`config.mk`:
```
export PLATFORM = sky130hd
export DESIGN_NAME = chg_ctrl
export DESIGN_NICKNAME = d
export VERILOG_FILES = /design/src/chg_pkg.sv /design/src/chg_timer.sv /design/src/chg_ctrl.sv
export SDC_FILE = /design/constraint.sdc
export NUM_CORES = 1
export LEC_CHECK = 0
export BUFFER_PORTS_ARGS = -buffer_cell sky130_fd_sc_hd__buf_2
export CORE_ASPECT_RATIO = 0.8
export CORE_MARGIN = 5
export CORE_UTILIZATION = 25
export CTS_CLUSTER_DIAMETER = 40
export CTS_CLUSTER_SIZE = 40
export DETAILED_ROUTE_END_ITERATION = 10
export GPL_ROUTABILITY_DRIVEN = 0
export PLACE_DENSITY_LB_ADDON = 0.15
export SLEW_MARGIN = 20
export SYNTH_ARGS = -nofsm -noshare
export SYNTH_HDL_FRONTEND = slang
export SYNTH_SLANG_ARGS = --single-unit
export TNS_END_PERCENT = 50
```
`constraint.sdc`:
```
create_clock -name clk -period 2.9 [get_ports clk]
set_input_delay 0.87 -clock clk [delete_from_list [all_inputs] [get_ports clk]]
set_output_delay 0.87 -clock clk [all_outputs]
set_load 0.005 [all_outputs]
```
`src/chg_pkg.sv`:
```
// Package: register map, field positions, codes and timing for the charger control block
package chg_pkg;
  localparam logic [2:0] CHG_ADDR_STATUS = 3'h0;
  localparam logic [2:0] CHG_ADDR_CONTROL = 3'h1;
  localparam logic [2:0] CHG_ADDR_FLOAT = 3'h2;
  localparam logic [2:0] CHG_ADDR_CURRENT = 3'h4;
  localparam logic [2:0] CHG_ADDR_SAG = 3'h5;
  localparam logic [2:0] CHG_ADDR_SAFETY = 3'h6;

  localparam logic [7:0] CHG_CONTROL_RST = 8'h70;
  localparam logic [7:0] CHG_FLOAT_RST = 8'h0a;
  localparam logic [7:0] CHG_CURRENT_RST = 8'h00;
  localparam logic [7:0] CHG_SAG_RST = 8'h04;
  localparam logic [7:0] CHG_SAFETY_RST = 8'h00;

  localparam int CHG_CUTOFF_BIT = 3;
  localparam int CHG_HZ_BIT = 1;
  localparam int CHG_BOOST_BIT = 0;
  // Hold bit sits below the current code in the same register, so one write sets both
  localparam int CHG_HOLD_BIT = 3;
  localparam int CHG_POL_BIT = 3;
  localparam int CHG_PERMIT_BIT = 4;
  localparam int CHG_SAG_BIT = 2;

  localparam logic [5:0] CHG_VCODE_A_MAX = 6'h23;
  localparam logic [5:0] CHG_VCODE_B_MAX = 6'h2c;
  localparam logic [5:0] CHG_VCEIL_0 = 6'h23;
  localparam logic [5:0] CHG_VCEIL_1 = 6'h2c;
  localparam logic [5:0] CHG_VCEIL_2 = 6'h32;
  localparam logic [3:0] CHG_VSAFE_MID_MAX = 4'h9;

  localparam logic [1:0] CHG_STAT_READY = 2'h0;
  localparam logic [1:0] CHG_STAT_RUN = 2'h1;
  localparam logic [1:0] CHG_STAT_DONE = 2'h2;
  localparam logic [1:0] CHG_STAT_FAULT = 2'h3;

  localparam logic [2:0] CHG_FLT_NONE = 3'h0;
  localparam logic [2:0] CHG_FLT_BUS_OV = 3'h1;
  localparam logic [2:0] CHG_FLT_POOR = 3'h3;
  localparam logic [2:0] CHG_FLT_BAT_OV = 3'h4;
  localparam logic [2:0] CHG_FLT_THERMAL = 3'h5;

  localparam int CHG_CLK_HZ = 100_000_000;
  localparam int CHG_QUALIFY_MS = 30;
  localparam int CHG_WAKE_MIN = 90;
  localparam int CHG_NORMAL_H = 12;
  localparam longint CHG_QUALIFY_CYC = longint'(CHG_CLK_HZ) / 1000 * CHG_QUALIFY_MS;
  localparam longint CHG_WAKE_CYC = longint'(CHG_CLK_HZ) * 60 * CHG_WAKE_MIN;
  localparam longint CHG_NORMAL_CYC = longint'(CHG_CLK_HZ) * 3600 * CHG_NORMAL_H;

  typedef enum logic [1:0] {
    CHG_MODE_CHARGE = 2'b00,
    CHG_MODE_OFF = 2'b01,
    CHG_MODE_BOOST = 2'b10,
    CHG_MODE_HIZ = 2'b11
  } chg_mode_t;

  typedef struct packed {
    logic bus_valid;
    logic bus_over;
    logic bus_poor;
    logic bat_over;
    logic die_hot;
    logic die_cool;
    logic low_current;
    logic recharge_low;
    logic resume_low;
    logic boost_fault;
  } chg_sense_t;

  typedef struct packed {
    logic [5:0] float_code;
    logic [2:0] current_code;
    logic [1:0] input_cap;
    logic sag_level_select;
  } chg_setting_t;
endpackage

```
`src/chg_timer.sv`:
```
// Clearable cycle counter with pause, used for qualification and safety timeouts
`timescale 1ns/10ps
`default_nettype none
module chg_timer #(
  parameter int W = 40
) (
  input wire logic clk,
  input wire logic rst,
  input wire logic clear,
  input wire logic run,
  input wire logic [W-1:0] limit,
  output logic expired
);
  logic [W-1:0] cnt_q;
  logic [W-1:0] cnt_d;
  logic at_end;

  assign at_end = (cnt_q >= limit);
  assign cnt_d = clear ? '0 : ((run && !at_end) ? cnt_q + W'(1) : cnt_q);
  assign expired = at_end && !clear;

  always_ff @(posedge clk)
  begin
    if (rst)
      cnt_q <= '0;
    else
      cnt_q <= cnt_d;
  end
endmodule // chg_timer
`default_nettype wire

```
`src/chg_ctrl.sv`:
```
// Charger mode control, validation, timers, clamping and status registers
`timescale 1ns/10ps
`default_nettype none
// Summary of operation
// - Six-bit float code maps to three voltages
// - Low current with cutoff enabled ends charging
// - Battery below float minus margin restarts charge
// - Three-bit current code selects sense voltage
// - Wake timer expiry with hold bit stops until input is removed
// - Twelve-hour expiry stops until battery drops
// - Input qualified thirty milliseconds before each start
// - Two-bit field selects input current cap
// - Ramp current, hold input at sag threshold
// - Sag select bit picks threshold level
// - Writes above safety ceiling store the ceiling
// - Voltage ceiling field maps to three caps
// - Over-temperature suspends, freezes timers, fault 101
// - Input over-voltage suspends, revalidate after clearing
// - Power-on defaults keep charging at 4.2 V
// - Fault field codes for charge mode
// - Charging status read in status bits 5:4
// - Disable pin, hiz and boost bits pick mode
// - Boost request bit self-clears when boost stops
// - Hiz bit write stops boost only
// - Boost pin acts through polarity, overrides hiz
// - Status codes ready, running, done, fault
module chg_ctrl
  import chg_pkg::*;
#(
  parameter longint QUALIFY_CYC = CHG_QUALIFY_CYC,
  parameter longint WAKE_CYC = CHG_WAKE_CYC,
  parameter longint NORMAL_CYC = CHG_NORMAL_CYC
) (
  input wire logic clk,
  input wire logic rst,
  input wire logic reg_wr,
  input wire logic reg_rd,
  input wire logic [2:0] reg_addr,
  input wire logic [7:0] reg_wdata,
  output logic [7:0] reg_rdata,
  input wire logic disable_pin,
  input wire logic boost_pin,
  input wire chg_sense_t sense,
  output logic charge_enable,
  output logic boost_enable,
  output logic ramp_enable,
  output logic hold_at_sag,
  output logic [1:0] mode,
  output chg_setting_t setting
);
  // Wide enough for the twelve-hour count at the full clock rate
  localparam int TW = 48;

  typedef enum logic [2:0] {
    CHG_ST_IDLE = 3'b000,
    CHG_ST_QUALIFY = 3'b001,
    CHG_ST_CHARGE = 3'b010,
    CHG_ST_DONE = 3'b011,
    CHG_ST_TIMEOUT = 3'b100,
    CHG_ST_LOCKED = 3'b101
  } chg_state_t;

  chg_state_t st_q;
  chg_state_t st_d;
  logic [7:0] control_q;
  logic [7:0] float_q;
  logic [7:0] current_q;
  logic [7:0] sag_q;
  logic [7:0] safety_q;
  logic [7:0] reg_rdata_q;
  logic [2:0] fault_q;
  logic wake_q;
  logic hot_q;
  logic [1:0] dis_sync_q;
  logic [1:0] pin_sync_q;
  chg_sense_t sense_s1_q;
  chg_sense_t sense_q;

  // Pins and analog comparators are asynchronous: two stages before use
  always_ff @(posedge clk)
  begin
    if (rst)
    begin
      dis_sync_q <= 2'b00;
      pin_sync_q <= 2'b00;
      sense_s1_q <= '0;
      sense_q <= '0;
    end
    else
    begin
      dis_sync_q <= {dis_sync_q[0], disable_pin};
      pin_sync_q <= {pin_sync_q[0], boost_pin};
      sense_s1_q <= sense;
      sense_q <= sense_s1_q;
    end
  end

  wire dis = dis_sync_q[1];
  wire pin_active = pin_sync_q[1] == control_q[CHG_POL_BIT];
  wire permit = sag_q[CHG_PERMIT_BIT];
  wire hiz_bit = control_q[CHG_HZ_BIT];
  wire boost_bit = control_q[CHG_BOOST_BIT];
  wire pin_req = permit && pin_active;
  wire boost_req = pin_req || (boost_bit && !hiz_bit);

  // Disable pin wins, pin boost beats hiz, hiz keeps charging alive
  wire chg_mode_t mode_w = dis ? CHG_MODE_OFF :
    (boost_req ? CHG_MODE_BOOST : (hiz_bit ? CHG_MODE_HIZ : CHG_MODE_CHARGE));
  wire charge_mode = (mode_w == CHG_MODE_CHARGE) || (mode_w == CHG_MODE_HIZ);
  wire boost_stop = boost_bit && ((mode_w != CHG_MODE_BOOST) || sense_q.boost_fault);

  // Safety ceilings
  wire [3:0] vsafe = safety_q[3:0];
  wire [2:0] isafe = safety_q[6:4];
  wire [5:0] vceil = (vsafe == 4'h0) ? CHG_VCEIL_0 :
    ((vsafe <= CHG_VSAFE_MID_MAX) ? CHG_VCEIL_1 : CHG_VCEIL_2);
  wire [5:0] vin = reg_wdata[7:2];
  wire [5:0] vstore = (vin > vceil) ? vceil : vin;
  wire [2:0] iin = reg_wdata[6:4];
  wire [2:0] istore = (iin > isafe) ? isafe : iin;

  wire wr_ctl = reg_wr && (reg_addr == CHG_ADDR_CONTROL);
  wire wr_flt = reg_wr && (reg_addr == CHG_ADDR_FLOAT);
  wire wr_cur = reg_wr && (reg_addr == CHG_ADDR_CURRENT);
  wire wr_sag = reg_wr && (reg_addr == CHG_ADDR_SAG);
  wire wr_saf = reg_wr && (reg_addr == CHG_ADDR_SAFETY);

  // Hardware clear of boost request outranks a host write of the same cycle
  wire [7:0] ctl_wr_val = wr_ctl ? reg_wdata : control_q;
  wire [7:0] control_d = boost_stop ? (ctl_wr_val & ~(8'h01 << CHG_BOOST_BIT)) :
    ctl_wr_val;

  always_ff @(posedge clk)
  begin
    if (rst)
    begin
      control_q <= CHG_CONTROL_RST;
      float_q <= CHG_FLOAT_RST;
      current_q <= CHG_CURRENT_RST;
      sag_q <= CHG_SAG_RST;
      safety_q <= CHG_SAFETY_RST;
    end
    else
    begin
      control_q <= control_d;
      if (wr_flt)
        float_q <= {vstore, reg_wdata[1:0]};
      if (wr_cur)
        current_q <= {reg_wdata[7], istore, reg_wdata[3:0]};
      if (wr_sag)
        sag_q <= reg_wdata;
      if (wr_saf)
        safety_q <= reg_wdata;
    end
  end

  // Suspend cause: over-temperature freezes the sequence rather than resetting it
  wire hot = sense_q.die_hot || hot_q;
  wire suspend = hot;
  wire bus_ok = sense_q.bus_valid && !sense_q.bus_over;

  logic q_clear;
  logic q_exp;
  logic w_clear;
  logic w_exp;
  logic n_clear;
  logic n_exp;

  assign q_clear = (st_q != CHG_ST_QUALIFY) || !bus_ok;
  chg_timer #(.W(TW)) u_qualify (
    .clk(clk),
    .rst(rst),
    .clear(q_clear),
    .run(!suspend),
    .limit(TW'(QUALIFY_CYC)),
    .expired(q_exp)
  );

  assign w_clear = !sense_q.bus_valid || (st_q == CHG_ST_IDLE);
  chg_timer #(.W(TW)) u_wake (
    .clk(clk),
    .rst(rst),
    .clear(w_clear),
    .run(st_q == CHG_ST_CHARGE && wake_q && !suspend),
    .limit(TW'(WAKE_CYC)),
    .expired(w_exp)
  );

  assign n_clear = !sense_q.bus_valid || (st_q == CHG_ST_IDLE) || (st_q == CHG_ST_DONE);
  chg_timer #(.W(TW)) u_normal (
    .clk(clk),
    .rst(rst),
    .clear(n_clear),
    .run(st_q == CHG_ST_CHARGE && !wake_q && !suspend),
    .limit(TW'(NORMAL_CYC)),
    .expired(n_exp)
  );

  wire hold_bit = current_q[CHG_HOLD_BIT];
  wire cutoff = control_q[CHG_CUTOFF_BIT];

  always_comb
  begin
    st_d = st_q;
    unique case (st_q)
      CHG_ST_IDLE:
        if (charge_mode && bus_ok)
          st_d = CHG_ST_QUALIFY;
      CHG_ST_QUALIFY:
        if (!charge_mode || !sense_q.bus_valid)
          st_d = CHG_ST_IDLE;
        else if (q_exp)
          st_d = CHG_ST_CHARGE;
      CHG_ST_CHARGE:
        if (!charge_mode || !sense_q.bus_valid)
          st_d = CHG_ST_IDLE;
        else if (sense_q.bus_over)
          st_d = CHG_ST_QUALIFY;
        else if (suspend)
          st_d = CHG_ST_CHARGE;
        else if (w_exp && hold_bit)
          st_d = CHG_ST_LOCKED;
        else if (n_exp)
          st_d = CHG_ST_TIMEOUT;
        else if (cutoff && sense_q.low_current)
          st_d = CHG_ST_DONE;
      CHG_ST_DONE:
        if (!charge_mode || !sense_q.bus_valid)
          st_d = CHG_ST_IDLE;
        else if (sense_q.recharge_low)
          st_d = CHG_ST_QUALIFY;
      CHG_ST_TIMEOUT:
        if (!sense_q.bus_valid)
          st_d = CHG_ST_IDLE;
        else if (sense_q.resume_low)
          st_d = CHG_ST_QUALIFY;
      CHG_ST_LOCKED:
        if (!sense_q.bus_valid)
          st_d = CHG_ST_IDLE;
      default:
        st_d = CHG_ST_IDLE;
    endcase
  end

  // Fault code: thermal outranks input faults; over-voltage clears on comparator release
  wire [2:0] fault_d = hot ? CHG_FLT_THERMAL :
    (sense_q.bus_over ? CHG_FLT_BUS_OV :
    (sense_q.bus_poor ? CHG_FLT_POOR :
    (sense_q.bat_over ? CHG_FLT_BAT_OV : CHG_FLT_NONE)));

  always_ff @(posedge clk)
  begin
    if (rst)
    begin
      st_q <= CHG_ST_IDLE;
      fault_q <= CHG_FLT_NONE;
      wake_q <= 1'b1;
      hot_q <= 1'b0;
    end
    else
    begin
      st_q <= st_d;
      fault_q <= fault_d;
      // Stay suspended until the cool comparator trips, not merely when hot drops
      if (sense_q.die_hot)
        hot_q <= 1'b1;
      else if (sense_q.die_cool)
        hot_q <= 1'b0;
      // Wake phase lasts until the host drops the low-current hold bit
      if (st_q == CHG_ST_IDLE)
        wake_q <= 1'b1;
      else if (!hold_bit)
        wake_q <= 1'b0;
    end
  end

  wire [1:0] stat_w = (fault_q != CHG_FLT_NONE) || (st_q == CHG_ST_LOCKED) ? CHG_STAT_FAULT :
    ((st_q == CHG_ST_DONE) ? CHG_STAT_DONE :
    ((st_q == CHG_ST_QUALIFY) || (st_q == CHG_ST_CHARGE) ? CHG_STAT_RUN :
    CHG_STAT_READY));
  wire in_boost = mode_w == CHG_MODE_BOOST;
  wire [7:0] status_w = {2'b00, stat_w, in_boost, fault_q};

  wire [7:0] rd_mux = (reg_addr == CHG_ADDR_STATUS) ? status_w :
    (reg_addr == CHG_ADDR_CONTROL) ? control_q :
    (reg_addr == CHG_ADDR_FLOAT) ? float_q :
    (reg_addr == CHG_ADDR_CURRENT) ? current_q :
    (reg_addr == CHG_ADDR_SAG) ? sag_q :
    (reg_addr == CHG_ADDR_SAFETY) ? safety_q : 8'h00;

  always_ff @(posedge clk)
  begin
    if (rst)
      reg_rdata_q <= 8'h00;
    else if (reg_rd)
      reg_rdata_q <= rd_mux;
  end

  assign reg_rdata = reg_rdata_q;
  assign mode = mode_w;
  assign charge_enable = (st_q == CHG_ST_CHARGE) && !suspend && !sense_q.bus_over;
  assign boost_enable = in_boost && !sense_q.boost_fault;
  // Current ramps while charging; input voltage loop holds at the sag level
  assign ramp_enable = charge_enable;
  assign hold_at_sag = charge_enable && sense_q.bus_poor;
  // Analog decodes these codes: float code bins, sense mV step, cap table
  // One driver for the whole struct; fields in declaration order
  assign setting = {
    float_q[7:2],
    current_q[6:4],
    control_q[7:6],
    sag_q[CHG_SAG_BIT]
  };
endmodule // chg_ctrl
`default_nettype wire

```
======== Yosys cells after proc, flatten, opt, wreduce, memory -nomap -nowiden ========
Index checks and enable logic that the tools add are counted.
cells by class
  muxes and demuxes ....................... 38
  add/sub/neg operators ................... 3
  magnitude comparators ................... 6
  reductions and logical operators ........ 63
  equal/unequal tests ..................... 21
operators with widths
  operator                 number
  $add A48 B1 Y48 const B  3
  $mux W3                  19
  $mux W8                  7
  $ge A48 B22 Y1 const B   1
  $ge A48 B39 Y1 const B   1
  $ge A48 B42 Y1 const B   1
  $logic_and A1 B1 Y1      26
  $pmux W3 S6              1
  $eq A3 B3 Y1 const B     5
  $logic_not A1 Y1         14
  $logic_or A1 B1 Y1       10
  $mux W2                  5
  $mux W5                  2
  $reduce_or A2 Y1         5
  $eq A3 B2 Y1 const B     3
  $ne A3 B3 Y1 const B     3
  $ne A7 B7 Y1 const B     1
  $eq A3 B1 Y1 const B     2
  $gt A6 B6 Y1             1
  $logic_not A3 Y1         2
  $mux W6                  1
  $ne A2 B2 Y1 const B     3
  $reduce_and A6 Y1        1
  $eq A2 B2 Y1 const B     2
  other kinds (10)         12
word-level totals
  output and inout bits ................... 26
  bits in registers ....................... 224

======== Logic depth before layout (Yosys ltp) ========
  depth after elaboration ................. 11
  mapped depth ............................ 12
  mapped depth without buffers ............ 12

======== Modules after synthesis ========
From an unflattened synthesis, not the netlist that was laid out.
second synthesis, totals
  cells, all modules ...................... 1813
  area, all modules ....................... 14438.8 sq um
by module, submodules not included
  module                     instances  cells each  area each (sq um)  sequential area each (sq um)
  chg_timer at u_normal ...  2          458         3519.6             960.9
  chg_ctrl                   1          435         3777.4             1601.5
  chg_timer at u_qualify     1          462         3622.2             960.9

======== Least setup slack after synthesis ========
No wires, ideal clock.
  path type ............................... reg-to-reg
  from .................................... register safety_q[0]
  to ...................................... register float_q[2]
  stages on the path, launching flop included .. 12
  clock period less this slack ............ 2477 ps
  arrival ................................. 2340 ps
  required time ........................... 2763 ps
  setup slack ............................. 423 ps
  cell sequence ........................... dfxtp_1 > nor4_1 > nand2b_1 > inv_1 > ha_1 > nor2b_1 > o21a_1 > o21a_1 > o21ai_0 > a21oi_1 > mux2i_1 > a211oi_1
between the ends
  word-level cells in the longest chain between the ends .. 5
  elaborated cells between the ends (all ways) .. 6
ends and longest elaborated chain
  item                      line             source
  start: declaration        chg_ctrl.sv:69   logic [7:0] safety_q;
  start signal: assignment  chg_ctrl.sv:153  safety_q <= reg_wdata;
  $le A4 B4 Y1              chg_ctrl.sv:116  ((vsafe <= CHG_VSAFE_MID_MAX) ? CHG_VCEIL_1 : CHG_VCEIL_2);
  $mux W5                   chg_ctrl.sv:116
  $mux W5 (*)               chg_ctrl.sv:115  wire [5:0] vceil = (vsafe == 4'h0) ? CHG_VCEIL_0 :
  $gt A6 B6 Y1              chg_ctrl.sv:118  wire [5:0] vstore = (vin > vceil) ? vceil : vin;
  $mux W6 (*)               chg_ctrl.sv:118
  end signal: assignment    chg_ctrl.sv:147  float_q <= {vstore, reg_wdata[1:0]};
  end: declaration          chg_ctrl.sv:66   logic [7:0] float_q;
Every way passes the cells marked *; elsewhere a longest branch is shown, timed or not.
A chain may end at the register's enable or synchronous reset.

======== Final worst setup path ========
  from .................................... register control_q[3]
  to ...................................... output port boost_enable
between the ends
  word-level cells in the longest chain between the ends .. 7
ends and longest elaborated chain
  item                      line             source
  start: declaration        chg_ctrl.sv:65   logic [7:0] control_q;
  start signal: assignment  chg_ctrl.sv:145  control_q <= control_d;
  $eq A1 B1 Y1              chg_ctrl.sv:99   wire pin_active = pin_sync_q[1] == control_q[CHG_POL_BIT];
  $logic_and A1 B1 Y1       chg_ctrl.sv:103  wire pin_req = permit && pin_active;
  $logic_or A1 B1 Y1        chg_ctrl.sv:104  wire boost_req = pin_req || (boost_bit && !hiz_bit);
  $mux W2                   chg_ctrl.sv:108  (boost_req ? CHG_MODE_BOOST : (hiz_bit ? CHG_MODE_HIZ : CHG_MODE_CHARGE));
  $mux W2                   chg_ctrl.sv:107  wire chg_mode_t mode_w = dis ? CHG_MODE_OFF :
  $eq A2 B2 Y1              chg_ctrl.sv:281  wire in_boost = mode_w == CHG_MODE_BOOST;
  $logic_and A1 B1 Y1       chg_ctrl.sv:302  assign boost_enable = in_boost && !sense_q.boost_fault;
  end: declaration          chg_ctrl.sv:45   output logic boost_enable,
Every way passes these cells.

==> impl_results.md <==
- Status: finished, final reports clean
- Yosys top cell area share: around 45%
- VDD IR max: roughly 0.26 mV
- Vias in the first global route: 7889
- Most common cell in the netlist: dfxtp_1
- Die footprint: roughly 44000 um2
- Core ar.: a little under 40000 um2
- Largest area contributor in the netlist: dfxtp_1
- H-tree levels: 2
- Via density: 4.60
- Number of max-cap violations: 0
- Total Wirelength: between 20000 and 30000 um
- Worst setup EP type: output port
- Slew HR: around two fifths
- FFs w/ async S/R, synth: 0%
- Fmax: between 300 and 400 MHz
- First-pass GRT wire length: 42600 um
- Root Buffer: clkbuf_16
- DR pass1 iterations: 5
- Area growth from synthesis to layout: 19.7%
- Pwr dens: 629 nW/um2
- Post-CTS Setup Inserts: 0
- Total nets after synthesis: ~1200
- Final ANT Viol Nets: 0
- Worst-margin pin slew: about 0.90 ns
- CP max-delay cell: dfxtp_1
- Total CTS buffers: 35
- Largest fanout on the critical path: 2
- Distinct cells, synth: 68
- Initial Util: 25.4%
- Top delay family on crit path: flip-flops
- Standard-cell rows: 65
- Leak pwr: roughly 0.0042 uW
- Overflow after GRT: 0
- ANT cells: 0
- Worst-skew pair later-pin latency: a little over 0.5 ns
- Fin. Hold Viols: 0
- Syn Area/Cell: 8.49 um2
- Post-Syn Area: ~10000 um2
- Clk buf depth: 3
- CTS tree: built
- Synth area leaders: dfxtp_1 45%, a21oi_1 5.3%, nor2_1 4.1%
- Layout net count: approximately 1300
- Setup violators final: 0
- Drt drc: 0
- Synth cell count leaders: 224 x dfxtp_1, 109 x nor2_1, 106 x a21oi_1, 96 x nand2_1, 63 x o21ai_0
- Cell-by-cell trace of the critical path: xnor2_1 > nand2_1 > a21oi_1 > ha_1 > nor2b_2 > buf_2
- Global Route Usage Sum: between 10% and 20%
- Fin area: around 12000 um2
- Total negative setup slack: 0 ns
- IO Port Bufs: 52
- Final non-filler cell total: ~1800
- Max incr delay on CP: just under 0.4 ns
- Syn. warnings: 0
- Tcrit/Tclk final: approximately 96%
- Boundary Pins: between 50 and 60
- Top FF cell, synth: dfxtp_1
- Die Wd: 234 um
- Final core occ: a little under a third
- Post-synthesis sequential element count: approximately 220
- Overall power: roughly 7600 uW
- Antenna violations before repair: 0
- Clk_skew: between 0.02 and 0.03 ns
- Unrepaired setup endpoints after global routing: yes
- Via count: between 8000 and 9000
- Placed cells: ~1700
- Req. time, crit path: roughly 2 ns
- Share of post-route cells with drive strength above 1: between 10% and 20%
- Die Ht: ~190 um
- Reg clk slew, reported paths: 0.06 ns
- Post-synthesis cell count: between 1000 and 1500
- EDFF count, synth: 0
- Clock sinks: around 220
- Drt initial violations: around 370
- Largest net degree at the start of global routing: 81
- Seq/Total Area, Yosys: between 40 and 50%
- Final slew viol count: 0
- DP HPWL: about 18000 um
- Setup CP Type: register to output port
- Arr. time, crit path: 1.91 ns
- Area after DPL: approximately 11000 um2
- Startpoint class of the critical path: register
- Buffers & Inverters on Critical Path: 1
- Tmin final: 2.78 ns
- WL/cell: approximately 15 um
- Worst min path class: register to register
## cells by family after synthesis
logic type | Yosys count | synth area share (%)
simple gates | 521 | 27.8
compound gates | 242 | 14.2
flops | 224 | 44.6
buf+inv | 112 | 5.02
mux | 37 | 3.74
xor+xnor | 32 | 2.79
fa+ha+maj | 15 | 1.87
## registers in the layout, summed over array words and instances, names as in the netlist, 10 cells and up
| name | cells |
|---|---|
| u_normal.cnt_q | 48 |
| u_qualify.cnt_q | 48 |
| u_wake.cnt_q | 48 |
| sense_q | 10 |
| sense_s1_q | 10 |
## worst paths after layout
check	from	to	slack [ns]	cells after the start
setup reg to reg	safety_q[1]	float_q[5]	0.27	11
hold reg to reg	sense_s1_q[6]	sense_q[6]	0.43	1
hold / removal	sense_s1_q[6]	sense_q[6]	0.43	1
setup / recovery	control_q[3]	boost_enable	0.12	6
## layout by cell type (no fill, tap or decap), types with 36 or more instances in the layout
master and n:
a21oi_1 104, and2_1 39, buf_2 52, buf_4 36
dfxtp_1 224, inv_1 39, nand2_1 96, nand4_1 44
nor2_1 108, o21ai_0 63, or3_1 51
## per-stage QoR
step	worst slack [ns]	hold slack (ns)
after detailed placement	0.102	0.427
after global placement	0.106	0.418
after CTS	0.000883	0.438
after floorplan	0.423	0.414
after global routing	-0.00490	0.444
final	0.124	0.431
## report_power, final
group          internal (uW)  switching (uW)  leakage, uW
Sequential              3130            36.7      0.00181
Clock                   2480            1560     0.000543
Combinational            146             214      0.00180
## area by class of cell
class                           count  area, um2
Inverter                           39        146
Clock inverter                     18        195
Multi-Input combinational cell    847       5080
Clock buffer                       41        918
Sequential cell                   224       4480
Timing Repair Buffer               88        531
Fill cell                        4182      27600
Tap cell                          536        671
## layer usage
layer,up-vias,track usage (%),share of wire [%]
met4,0,3.05,1.9
met5,-,0,0
met2,115,16.0,40
met1,3782,18.1,54
met3,42,2.56,3.9
li1,4315,-,-
## timing repair
action                     CTS  global route
hold endpoints to repair     0             0
setup endpoints to repair    1             7
gates resized for setup      1             4
hold buffers                 0             0
No activity file was read; power rests on OpenSTA's default activity.
